`src/core/unit_cfg.svh`:
```
/*
  Constants of the compare and PWM unit: register byte offsets, field
  positions, reset values, mode codes and prescale counts.
  Assumes inclusion by bare name from every design file that needs them.
*/
`ifndef UNIT_CFG_SVH
`define UNIT_CFG_SVH

// Register byte offsets, one 32-bit word each
`define OFS_CTRL 8'h00
`define OFS_CMPL 8'h04
`define OFS_CMPH 8'h08
`define OFS_PERIOD 8'h0C
`define OFS_PTCON 8'h10
`define OFS_TBCON 8'h14
`define OFS_TBCNT 8'h18
`define OFS_STAT 8'h1C
`define OFS_MASK 8'h20
`define OFS_PTCNT 8'h24

// Control register fields
`define CTRL_MODE_LO 0
`define CTRL_MODE_HI 3
`define CTRL_DUTY_LO 4
`define CTRL_DUTY_HI 5
`define CTRL_TRIG 6

// Mode codes
`define MODE_OFF 4'h0
`define MODE_CMP_TGL 4'h2
`define MODE_CMP_SET 4'h8
`define MODE_CMP_CLR 4'h9
`define MODE_CMP_TRIG 4'hB
`define MODE_PWM 4'hC

// Period timer control fields
`define PT_ON 0
`define PT_PRE_LO 1
`define PT_PRE_HI 2

// Time base control fields
`define TB_ON 0
`define TB_EXT 1

// Status and mask field
`define EVT_FLAG 0

// Prescaler terminal counts for divide by 1, 4, 16 and 64
`define PRE_DIV1 6'h00
`define PRE_DIV4 6'h03
`define PRE_DIV16 6'h0F
`define PRE_DIV64 6'h3F

// Reset values
`define RST_CTRL 7'h00
`define RST_BYTE 8'h00
`define RST_PTCON 3'h0
`define RST_TBCON 2'h0
`define RST_TBCNT 16'h0000
`define RST_DUTY 10'h000

`endif

```
`src/core/unit_pkg.sv`:
```
/*
  Types shared by the compare and PWM unit.
  Assumes the constants header is compiled alongside.
*/
package unit_pkg;

  typedef logic [7:0] addr_t;
  typedef logic [31:0] data_t;
  typedef logic [3:0] mode_t;
  typedef logic [9:0] duty_t;

endpackage : unit_pkg

```
`src/core/sync2.sv`:
```
/*
  Two-flop synchroniser for a single level from outside the clock domain.
  Assumes the input is a slow level compared with the clock.
*/
`timescale 1ns/1ns
module sync2 (
  input wire logic clock, // System clock
  input wire logic arst_n, // Asynchronous reset, active low
  input wire logic din, // Level from outside the domain
  output logic dout // Synchronised level
);

  logic meta_ff;

  // First stage feeds only the second stage
  always_ff @(posedge clock or negedge arst_n) begin
    if (!arst_n) begin
      meta_ff <= 1'b0;
      dout <= 1'b0;
    end else begin
      meta_ff <= din;
      dout <= meta_ff;
    end
  end

endmodule : sync2

```
`src/core/compare_and_pwm_unit.sv`:
```
/*
  Compare and PWM unit with an APB register slave, a 16-bit compare time
  base, an 8-bit period timer extended to ten bits, and one level interrupt.
  Assumes a 50 MHz clock, an APB master, and an external time-base clock
  that is slow next to the system clock.
*/
// Notes on behaviour
// [RULE_01] Writing zero to the control register forces the output latch low.
// [RULE_02] Software runs the time base internally or on the synchronised external clock.
// [RULE_03] The time base uses the system tick or an external clock, nothing faster.
// [RULE_04] Every mode sets the event flag on its own event.
// [RULE_05] A compare match issues a conversion trigger when the trigger is selected.
// [RULE_06] If the match vanishes before the reset tick, the time base is not reset.
// [RULE_07] In sleep only an externally clocked time base runs; events may wake. The period timer still counts in sleep.
// [RULE_08] The unit output also goes to other on-chip peripherals.
// [RULE_09] Software makes the pin an output and routes the unit to it.
// [RULE_10] PWM mode makes a waveform of up to ten bits resolution.
// [RULE_11] Period, period control, low compare value and control set PWM.
// [RULE_12] High is the pulse; 0% stays low and 100% stays high.
// [RULE_13] One period is one high plus one low part, repeating continuously.
// [RULE_14] A match on the time-base tick sets the flag and applies the action.
// [RULE_15] PWM rises at period rollover and falls when the timer reaches duty.
`timescale 1ns/1ns
`include "unit_cfg.svh"
module compare_and_pwm_unit (
  input wire logic clock, // 50 MHz system clock
  input wire logic arst_n, // Asynchronous reset, active low
  input wire logic psel, // APB select
  input wire logic penable, // APB enable
  input wire logic pwrite, // APB write direction
  input wire unit_pkg::addr_t paddr, // APB byte address
  input wire unit_pkg::data_t pwdata, // APB write data
  output logic pready, // APB ready
  output unit_pkg::data_t prdata, // APB read data
  output logic pslverr, // APB error on unmapped address
  input wire logic ext_clk, // External time-base clock pin
  input wire logic sleep, // Core sleep, system tick stopped
  output logic pin_out, // Unit output towards the pin
  output logic periph_out, // Unit output towards other peripherals
  output logic adc_trig, // One-cycle conversion trigger
  output logic irq, // Level interrupt
  output logic wake // Wake request during sleep
);
  import unit_pkg::*;

  logic [6:0] ctrl_ff;
  logic [7:0] cmpl_ff;
  logic [7:0] cmph_ff;
  logic [7:0] period_ff;
  logic [2:0] ptcon_ff;
  logic [1:0] tbcon_ff;
  logic [15:0] tb_cnt_ff;
  logic [15:0] nxt_tb_cnt;
  logic stat_ff;
  logic mask_ff;
  logic [7:0] tmr_ff;
  logic [1:0] sub_ff;
  logic [5:0] pre_ff;
  duty_t duty_lat_ff;
  logic out_ff;
  logic nxt_out;
  logic pend_rst_ff;
  logic trig_ff;
  logic ext_d_ff;
  data_t prdata_ff;
  logic ext_s;

  // APB decode
  wire setup_w = psel & ~penable;
  wire wr_w = psel & penable & pwrite;
  wire sel_ctrl = (paddr == `OFS_CTRL);
  wire sel_cmpl = (paddr == `OFS_CMPL);
  wire sel_cmph = (paddr == `OFS_CMPH);
  wire sel_period = (paddr == `OFS_PERIOD);
  wire sel_ptcon = (paddr == `OFS_PTCON);
  wire sel_tbcon = (paddr == `OFS_TBCON);
  wire sel_tbcnt = (paddr == `OFS_TBCNT);
  wire sel_stat = (paddr == `OFS_STAT);
  wire sel_mask = (paddr == `OFS_MASK);
  wire sel_ptcnt = (paddr == `OFS_PTCNT);
  wire mapped_w = sel_ctrl | sel_cmpl | sel_cmph | sel_period | sel_ptcon |
                  sel_tbcon | sel_tbcnt | sel_stat | sel_mask | sel_ptcnt;
  wire wr_ctrl = wr_w & sel_ctrl;
  wire wr_tbcnt = wr_w & sel_tbcnt;
  wire ctrl_zero_w = wr_ctrl & (pwdata[6:0] == `RST_CTRL);
  assign pready = 1'b1;
  assign pslverr = psel & penable & ~mapped_w;

  // Mode decode
  wire mode_t mode_w = ctrl_ff[`CTRL_MODE_HI:`CTRL_MODE_LO];
  wire is_pwm = (mode_w == `MODE_PWM);
  wire is_trig = (mode_w == `MODE_CMP_TRIG);
  wire is_cmp = (mode_w == `MODE_CMP_SET) | (mode_w == `MODE_CMP_CLR) |
                (mode_w == `MODE_CMP_TGL) | is_trig;

  // External clock edge after two-flop synchroniser
  sync2 u_ext_sync (
    .clock(clock),
    .arst_n(arst_n),
    .din(ext_clk),
    .dout(ext_s)
  );
  wire ext_rise = ext_s & ~ext_d_ff;

  // Time-base tick: internal tick stops in sleep, external keeps going
  wire tb_tick = tbcon_ff[`TB_ON] & (tbcon_ff[`TB_EXT] ? ext_rise : ~sleep); // RULE_02 RULE_03 RULE_07
  wire [15:0] cmp_val = {cmph_ff, cmpl_ff};
  wire cmp_eq = (tb_cnt_ff == cmp_val);
  wire match_w = is_cmp & tb_tick & cmp_eq; // RULE_14
  // The count has moved on by one at the match tick, so the reset tick still
  // sees the match when the count sits one above the compare pair; a rewritten
  // pair breaks this and the reset is skipped
  wire [15:0] cmp_next = cmp_val + 16'h0001;
  wire tb_rst_w = tb_tick & pend_rst_ff & (tb_cnt_ff == cmp_next); // RULE_06

  // Time-base next value: software write, reset after trigger, or count
  always_comb begin
    nxt_tb_cnt = tb_cnt_ff;
    if (wr_tbcnt) begin
      nxt_tb_cnt = pwdata[15:0];
    end else if (tb_rst_w) begin
      nxt_tb_cnt = `RST_TBCNT; // RULE_06
    end else if (tb_tick) begin
      nxt_tb_cnt = tb_cnt_ff + 16'h0001;
    end
  end

  // Period timer with prescaler, extended to ten bits by the sub count
  wire [1:0] pre_sel = ptcon_ff[`PT_PRE_HI:`PT_PRE_LO];
  wire [5:0] pre_lim = (pre_sel == 2'h0) ? `PRE_DIV1 :
                       (pre_sel == 2'h1) ? `PRE_DIV4 :
                       (pre_sel == 2'h2) ? `PRE_DIV16 : `PRE_DIV64;
  wire pt_on = ptcon_ff[`PT_ON]; // RULE_11
  wire pt_tick = pt_on & (pre_ff == pre_lim);
  wire [9:0] pos_w = {tmr_ff, sub_ff}; // RULE_10
  wire roll_w = pt_tick & (tmr_ff == period_ff) & (sub_ff == 2'h3); // RULE_13
  wire [9:0] nxt_pos = roll_w ? 10'h000 : pos_w + 10'h001;
  wire duty_t duty_new = {cmpl_ff, ctrl_ff[`CTRL_DUTY_HI:`CTRL_DUTY_LO]}; // RULE_11
  wire pwm_roll = is_pwm & roll_w;

  // Unit events: compare match or PWM period end
  wire evt_w = match_w | pwm_roll; // RULE_04

  // Output latch next value
  always_comb begin
    nxt_out = out_ff;
    if (ctrl_zero_w) begin
      nxt_out = 1'b0; // RULE_01
    end else if (is_pwm) begin
      if (pwm_roll) begin
        nxt_out = (duty_new != `RST_DUTY); // RULE_12 RULE_15
      end else if (pt_tick && (nxt_pos == duty_lat_ff)) begin
        nxt_out = 1'b0; // RULE_15
      end
    end else if (match_w) begin
      if (mode_w == `MODE_CMP_SET) begin
        nxt_out = 1'b1; // RULE_14
      end else if (mode_w == `MODE_CMP_CLR) begin
        nxt_out = 1'b0;
      end else if (mode_w == `MODE_CMP_TGL) begin
        nxt_out = ~out_ff;
      end
    end
  end

  // Read data selection
  wire data_t rd_w = ({32{sel_ctrl}} & {25'h0000000, ctrl_ff}) |
                     ({32{sel_cmpl}} & {24'h000000, cmpl_ff}) |
                     ({32{sel_cmph}} & {24'h000000, cmph_ff}) |
                     ({32{sel_period}} & {24'h000000, period_ff}) |
                     ({32{sel_ptcon}} & {29'h00000000, ptcon_ff}) |
                     ({32{sel_tbcon}} & {30'h00000000, tbcon_ff}) |
                     ({32{sel_tbcnt}} & {16'h0000, tb_cnt_ff}) |
                     ({32{sel_stat}} & {31'h00000000, stat_ff}) |
                     ({32{sel_mask}} & {31'h00000000, mask_ff}) |
                     ({32{sel_ptcnt}} & {22'h000000, pos_w});

  // Read data captured in the setup cycle
  always_ff @(posedge clock or negedge arst_n) begin
    if (!arst_n) begin
      prdata_ff <= 32'h00000000;
    end else if (setup_w) begin
      prdata_ff <= rd_w;
    end
  end
  assign prdata = prdata_ff;

  // Control and compare registers
  always_ff @(posedge clock or negedge arst_n) begin
    if (!arst_n) begin
      ctrl_ff <= `RST_CTRL;
      cmpl_ff <= `RST_BYTE;
      cmph_ff <= `RST_BYTE;
    end else begin
      if (wr_ctrl) ctrl_ff <= pwdata[6:0];
      if (wr_w && sel_cmpl) cmpl_ff <= pwdata[7:0];
      if (wr_w && sel_cmph) cmph_ff <= pwdata[7:0];
    end
  end

  // Timer configuration and interrupt mask registers
  always_ff @(posedge clock or negedge arst_n) begin
    if (!arst_n) begin
      period_ff <= `RST_BYTE;
      ptcon_ff <= `RST_PTCON;
      tbcon_ff <= `RST_TBCON;
      mask_ff <= 1'b0;
    end else begin
      if (wr_w && sel_period) period_ff <= pwdata[7:0];
      if (wr_w && sel_ptcon) ptcon_ff <= pwdata[2:0];
      if (wr_w && sel_tbcon) tbcon_ff <= pwdata[1:0];
      if (wr_w && sel_mask) mask_ff <= pwdata[`EVT_FLAG];
    end
  end

  // Sticky event flag, write one to clear, set wins
  always_ff @(posedge clock or negedge arst_n) begin
    if (!arst_n) begin
      stat_ff <= 1'b0;
    end else begin
      stat_ff <= (stat_ff & ~(wr_w & sel_stat & pwdata[`EVT_FLAG])) | evt_w; // RULE_04
    end
  end
  assign irq = stat_ff & mask_ff;
  assign wake = irq & sleep; // RULE_07

  // Compare time base, pending reset and trigger
  always_ff @(posedge clock or negedge arst_n) begin
    if (!arst_n) begin
      tb_cnt_ff <= `RST_TBCNT;
      pend_rst_ff <= 1'b0;
      trig_ff <= 1'b0;
      ext_d_ff <= 1'b0;
    end else begin
      tb_cnt_ff <= nxt_tb_cnt;
      pend_rst_ff <= (match_w & is_trig) | (pend_rst_ff & ~tb_tick); // RULE_06
      trig_ff <= match_w & ctrl_ff[`CTRL_TRIG]; // RULE_05
      ext_d_ff <= ext_s;
    end
  end
  assign adc_trig = trig_ff;

  // Period timer, prescaler and duty latch
  always_ff @(posedge clock or negedge arst_n) begin
    if (!arst_n) begin
      pre_ff <= 6'h00;
      tmr_ff <= `RST_BYTE;
      sub_ff <= 2'h0;
      duty_lat_ff <= `RST_DUTY;
    end else begin
      pre_ff <= (!pt_on || pt_tick) ? 6'h00 : pre_ff + 6'h01;
      if (pt_tick) {tmr_ff, sub_ff} <= nxt_pos; // RULE_13
      if (roll_w) duty_lat_ff <= duty_new; // RULE_10
    end
  end

  // Output latch feeds pin and peripherals alike
  always_ff @(posedge clock or negedge arst_n) begin
    if (!arst_n) begin
      out_ff <= 1'b0;
    end else begin
      out_ff <= nxt_out;
    end
  end
  assign pin_out = out_ff;
  assign periph_out = out_ff; // RULE_08
endmodule : compare_and_pwm_unit

```
`config.mk`:
```
export PLATFORM = sky130hd
export DESIGN_NAME = compare_and_pwm_unit
export DESIGN_NICKNAME = d
export VERILOG_FILES = /design/src/core/unit_pkg.sv /design/src/core/sync2.sv /design/src/core/compare_and_pwm_unit.sv
export VERILOG_INCLUDE_DIRS = /design/src /design/src/core
export SDC_FILE = /design/constraint.sdc
export NUM_CORES = 1
export LEC_CHECK = 0
export ABC_CLOCK_PERIOD_IN_PS = 7900
export BUFFER_PORTS_ARGS = -buffer_cell sky130_fd_sc_hd__buf_2
export CORE_MARGIN = 1
export CORE_UTILIZATION = 55
export CTS_BUF_LIST = sky130_fd_sc_hd__clkbuf_4 sky130_fd_sc_hd__clkbuf_8
export CTS_CLUSTER_DIAMETER = 80
export CTS_CLUSTER_SIZE = 12
export DETAILED_ROUTE_END_ITERATION = 8
export HOLD_SLACK_MARGIN = 0.15
export MAX_ROUTING_LAYER = met4
export PLACE_DENSITY = 0.85
export SKIP_CTS_REPAIR_TIMING = 1
export SYNTH_ARGS = -nofsm -noshare
export SYNTH_HDL_FRONTEND = slang
export SYNTH_SLANG_ARGS = --single-unit
```
`constraint.sdc`:
```
create_clock -name clock -period 7.9 [get_ports clock]
set_clock_uncertainty 0.2 [all_clocks]
set_input_delay 0.79 -clock clock [delete_from_list [all_inputs] [get_ports clock]]
set_output_delay 0.79 -clock clock [all_outputs]
set_load 0.05 [all_outputs]
```
[Word level (Yosys, flattened, before mapping)]
Index checks and enable logic that the tools add are counted.
Cells by class
  divide/modulo/power cells: 0
  mux-type cells: 17
  $lt $le $gt $ge: 0
  bitwise operators: 66
  shifts and indexed selects: 0
  equal/unequal tests: 23
  reductions and logical operators: 17
  multiply operators: 0
  add/subtract/negate cells: 4
Operators by type and width (count)
  bitwise OR 32 bit: 9
  bitwise AND 32 x 8 -> 32 bit: 3
  bitwise AND 32 x 1 -> 32 bit: 2
  two-way mux 16 bit: 3
  adder 16 x 1 -> 16 bit (second input constant): 2
  bitwise AND 32 x 10 -> 32 bit: 1
  bitwise AND 32 x 16 -> 32 bit: 1
  bitwise AND 32 x 2 -> 32 bit: 1
  bitwise AND 32 x 3 -> 32 bit: 1
  bitwise AND 32 x 7 -> 32 bit: 1
  == test 16 bit: 2
  == test 8 x 5 -> 1 bit (second input constant): 4
  bitwise AND 1 bit: 25
  two-way mux 6 bit: 4
  == test 4 bit (second input constant): 4
  == test 8 x 4 -> 1 bit (second input constant): 2
  == test 8 x 6 -> 1 bit (second input constant): 2
  bitwise OR 1 bit: 15
  adder 10 x 1 -> 10 bit (second input constant): 1
  == test 10 bit: 1
  two-way mux 10 bit: 1
  nonzero test 10 bit: 1
  two-way mux 1 bit: 9
  == test 8 x 3 -> 1 bit (second input constant): 1
  17 further kinds: 31
Storage, ports and cells
  bits in read-only memories: 0
  logic and storage cells: 147
  memories: 0
  output and inout bits: 39
  bits in registers: 118
  RAM bits: 0
  latch bits: 0

[Longest topological paths before layout]
  depth in word-level cells: 15
  gate-level depth with buffers: 12

[Cells and area by module]
Synthesis repeated with hierarchy kept, for this count alone.
Second synthesis, totals
  cell total of the unflattened synthesis: 682
  area, all modules: 6303.5 um2
Modules (own cells, without submodules)
  compare_and_pwm_unit: area an instance 6253.5 um2, cells an instance 680, instances 1, sequential area each 2502.4 um2
  sync2: area an instance 50.0 um2, cells an instance 2, instances 1, sequential area each 50.0 um2

[Worst setup path before layout]
No wires, ideal clock.
  kind: input port to flip-flop
  from: input port paddr[5]
  to: register out_ff, in the netlist periph_out
  cell stages on the path: 9
  setup time: 0.128 ns
  path slack: 4.909 ns
  arrival time: 2.664 ns
  path through: or4_1 buf_2 nor2_4 nand2_2 nor2_1 nor3_1 o211a_1 a211oi_2 mux2_1
Between the ends
  longest elaborated chain between the ends: 5
  elaborated cells between the ends (all ways): 8
  those cells by class: eq/ne (1); mux (1); bitwise (2); reduce/logical (4)
RTL lines
  start: declaration: RTL line compare_and_pwm_unit.sv:31  | input wire unit_pkg::addr_t paddr,
  logical NOT 8 bit (no line) (*)
  bitwise AND 1 bit (*): RTL line compare_and_pwm_unit.sv:83  | wire wr_ctrl = wr_w & sel_ctrl;
  bitwise AND 1 bit (*): RTL line compare_and_pwm_unit.sv:85  | wire ctrl_zero_w = wr_ctrl & (pwdata[6:0] == `RST_CTRL);
  != test 4 x 2 -> 1 bit (no line), or another cell as far along
  AND reduction 3 bit (no line)
  end signal: assignment: RTL line compare_and_pwm_unit.sv:262  | out_ff <= nxt_out;
  end: declaration: RTL line compare_and_pwm_unit.sv:60  | logic out_ff;
Every way passes the cells marked *; elsewhere a longest branch is shown, timed or not.
A chain may end at the register's enable or synchronous reset.

[Worst setup path in the final report]
  from: register tmr_ff[3]
  to: register out_ff, in the netlist periph_out
Between the ends
  longest elaborated chain between the ends: 8
  elaborated cells between the ends (all ways): 13
  those cells by class: add/sub (1); eq/ne (3); mux (4); bitwise (3); reduce/logical (2)
RTL lines
  start: declaration: RTL line compare_and_pwm_unit.sv:56  | logic [7:0] tmr_ff;
  start signal: assignment: RTL line compare_and_pwm_unit.sv:247  | tmr_ff <= `RST_BYTE;
  start signal: assignment: RTL line compare_and_pwm_unit.sv:252  | if (pt_tick) {tmr_ff, sub_ff} <= nxt_pos;
  parallel branches: the longest is 8 deep, another holds adder 10 x 1 -> 10 bit
Several ways; the timed one is not identified.

==> flow_summary.toml <==
[outcome]
status = "finished, final reports clean"

[yosys]
seq_area_frac_synth_pct = 41.85
ys_seq_elements = 102
synth.distinct_cells = 59
synth_edf_count = 0
synth-main-ff-cell = "dfrtp_1"
syn_area_per_cell_um2 = 9.368
yosys_warnings = 0
async_flop_share_pct = 100.0
synth_area_mm2 = 0.006098
syn_inst = 651

[floorplan]
start_util_pct = 56.26
pin_count = 86
die_h_um = 107.3
die-area_mm2 = 0.01151
rows = 38
die_w_um = 107.3
coreArea_mm2 = 0.01084

[finish]
n_fill_cell = 908
layout.cells.non_filler = 824
final_nets = 731
final_cell_mix = "102 x dfrtp_1, 65 x nor2_1, 56 x nand2_1"
mostFrequentLayoutCell = "dfrtp_1"
antenna_cells = 0
area_delta_synth_final_pct = 7.489
drive_above_1_share_pct = 19.15

[timing]
period_needed_ns = 3.487
max_freq_mhz = 286.8
worstMarginPinSlew_ns = 1.263
final_max_slew_viol_count = 0
max_slew_margin_pct = 15.31
rsz0062_at_grt = "false"
setup_violations = 0
tns_ns = 0
hold_violations = 0
fin_crit_sh_pct = 44.13

[clocking]
numClockSinks = 102
cts_root_buf = "clkbuf_8"
htree_levels = 3
clock_latency_ns = 0.39
cts.path.max_buffers = 2
path_clk_slew_ns = 0.10
cts_made_buffers = 9
cts_tree = "yes"

[global_route]
grt_overflow = 0
antenna_found_initial = 0
grt_max_degree = 79
grt_pass1_wl_mm = 25.16
track_usage_pct = 29.79
grt_pass1_vias = 4842

[setup_path]
end_kind = "flop"
crit_path_max_fanout = 12
required_ns = 7.98
setup.worst_path.class = "reg -> reg"
start_kind = "flop"
crit_arrival_ns = 3.57

[drt]
antenna_left = 0
top_layer_used = "met4"
wirelength_mm = 16.01
route.met2.wl_mm = 7.750
drcViolationCount = 0
routed_via_density = 6.240
wl_met3_mm = 1.032
vias = 5142
wl_met1_mm = 6.824
wl_per_cell_um = 19.43
drt_pass1_iterations = 7
drt_iter0_drc = 576

[power]
vdd_drop_max_mv = 0.1200
powerDensity_mw_per_mm2 = 158.9
p_leak_uw = 0.002893

[place]
io_buffers = 52
place_congestion = 0.9373
dp.cells = 807
dp_hpwl_mm = 11.68

[min_path]
worstHoldPathType = "reg -> reg"

[run]
cap_violations = 0
[final timing paths]
check	from	endpoint	slack, ns	depth (start not counted)
max	tmr_ff[3]$_DFFE_PN0P_	periph_out$_DFFE_PN0P_	4.41	8
min in group asynchronous	arst_n	prdata[12]$_DFFE_PN0P_	0.63	2
max reg2reg	tmr_ff[3]$_DFFE_PN0P_	periph_out$_DFFE_PN0P_	4.41	8
min reg2reg	u_ext_sync.meta_ff$_DFF_PN0_	u_ext_sync.dout$_DFF_PN0_	0.15	0
min	u_ext_sync.meta_ff$_DFF_PN0_	u_ext_sync.dout$_DFF_PN0_	0.15	0
max in group asynchronous	arst_n	tbcon_ff[0]$_DFFE_PN0P_	5.57	3
[through the flow]
step | hold WS, ns | instance area [um2] | setup slack, ns | total power, uW | util [%]
global route | 0.1622 | 6555 | 4.207 | 1081 | 60.47
detailed placement | 0.1347 | 6327 | 4.347 | 681.3 | 58.37
finish | 0.1548 | 6555 | 4.413 | 1042 | 60.47
global placement | 0.1342 | 6327 | 4.350 | 677.7 | 58.37
CTS | 0.09201 | 6545 | 4.449 | 1046 | 60.38
floorplan | 0.1312 | 6155 | 4.909 | 642.7 | -
[area by class of cell]
| class | count | area [um2] | area share, % |
|---|---|---|---|
| sequential | 102 | 2552 | 38.94 |
| timing repair buffer | 58 | 310.3 | 4.734 |
| inverter | 8 | 30.03 | 0.4581 |
| clock inverter | 6 | 86.33 | 1.317 |
| tap | 140 | 175.2 | 2.672 |
| multi-input combinational | 500 | 3269 | 49.88 |
| clock buffer | 10 | 131.4 | 2.004 |
[registers in the layout, indices dropped and copies added, names as in the netlist, 6 cells and up]
signal / count
tb_cnt_ff: 16
prdata: 16
duty_lat_ff: 10
cmph_ff: 8
cmpl_ff: 8
ctrl_ff: 7
period_ff: 8
tmr_ff: 8
pre_ff: 6
[critical path, stage by stage (launching register included)]
cell	delay [ns]
dfrtp_1	0.58
xnor2_1	0.16
nand3_1	0.14
nor4_2	0.79
and3_1	0.63
nor3_1	0.17
o211a_1	0.18
a211oi_2	0.21
mux2_1	0.33
[logic make-up after synthesis]
logic type / Yosys count / share of synthesized area [%]
other: 2 / 0.1231
adder cells (fa/ha/maj): 5 / 1.026
XOR/XNOR: 57 / 8.186
buffers and inverters: 64 / 5.540
flip-flops: 102 / 41.85
multiplexers: 55 / 10.07
AO/OA/AOI/OAI: 103 / 11.80
AND/OR/NAND/NOR: 263 / 21.40
[synthesized netlist by cell type (10+ instances only)]
library cell | n | share of area [%]
mux2_2 | 50 | 9.2
xor2_1 | 21 | 3.0
xnor2_1 | 36 | 5.2
nand2_1 | 56 | 3.4
clkbuf_1 | 25 | 1.5
a21oi_1 | 19 | 1.6
o21ai_0 | 24 | 2.0
dfrtp_1 | 102 | 42
and3_1 | 15 | 1.5
nand3_1 | 39 | 3.2
buf_4 | 19 | 2.3
nor2_1 | 65 | 4.0
nor4_1 | 12 | 1.2
nor3_1 | 16 | 1.3
nand4_1 | 16 | 1.6
a222oi_1 | 10 | 1.6
[power by group]
part	total [uW]	switching, uW	internal (uW)
sequential	552	16.8	535
combinational	120	87.6	32.7
clock	370	188	182
total	1040	293	749
[metal layers]
metal | track usage (%) | vias up
met5 | - | -
met4 | 11.45 | 0
met3 | 4.540 | 33
met2 | 47.28 | 238
met1 | 38.63 | 2516
li1 | - | 2355
No activity file was read; power rests on OpenSTA's default activity.
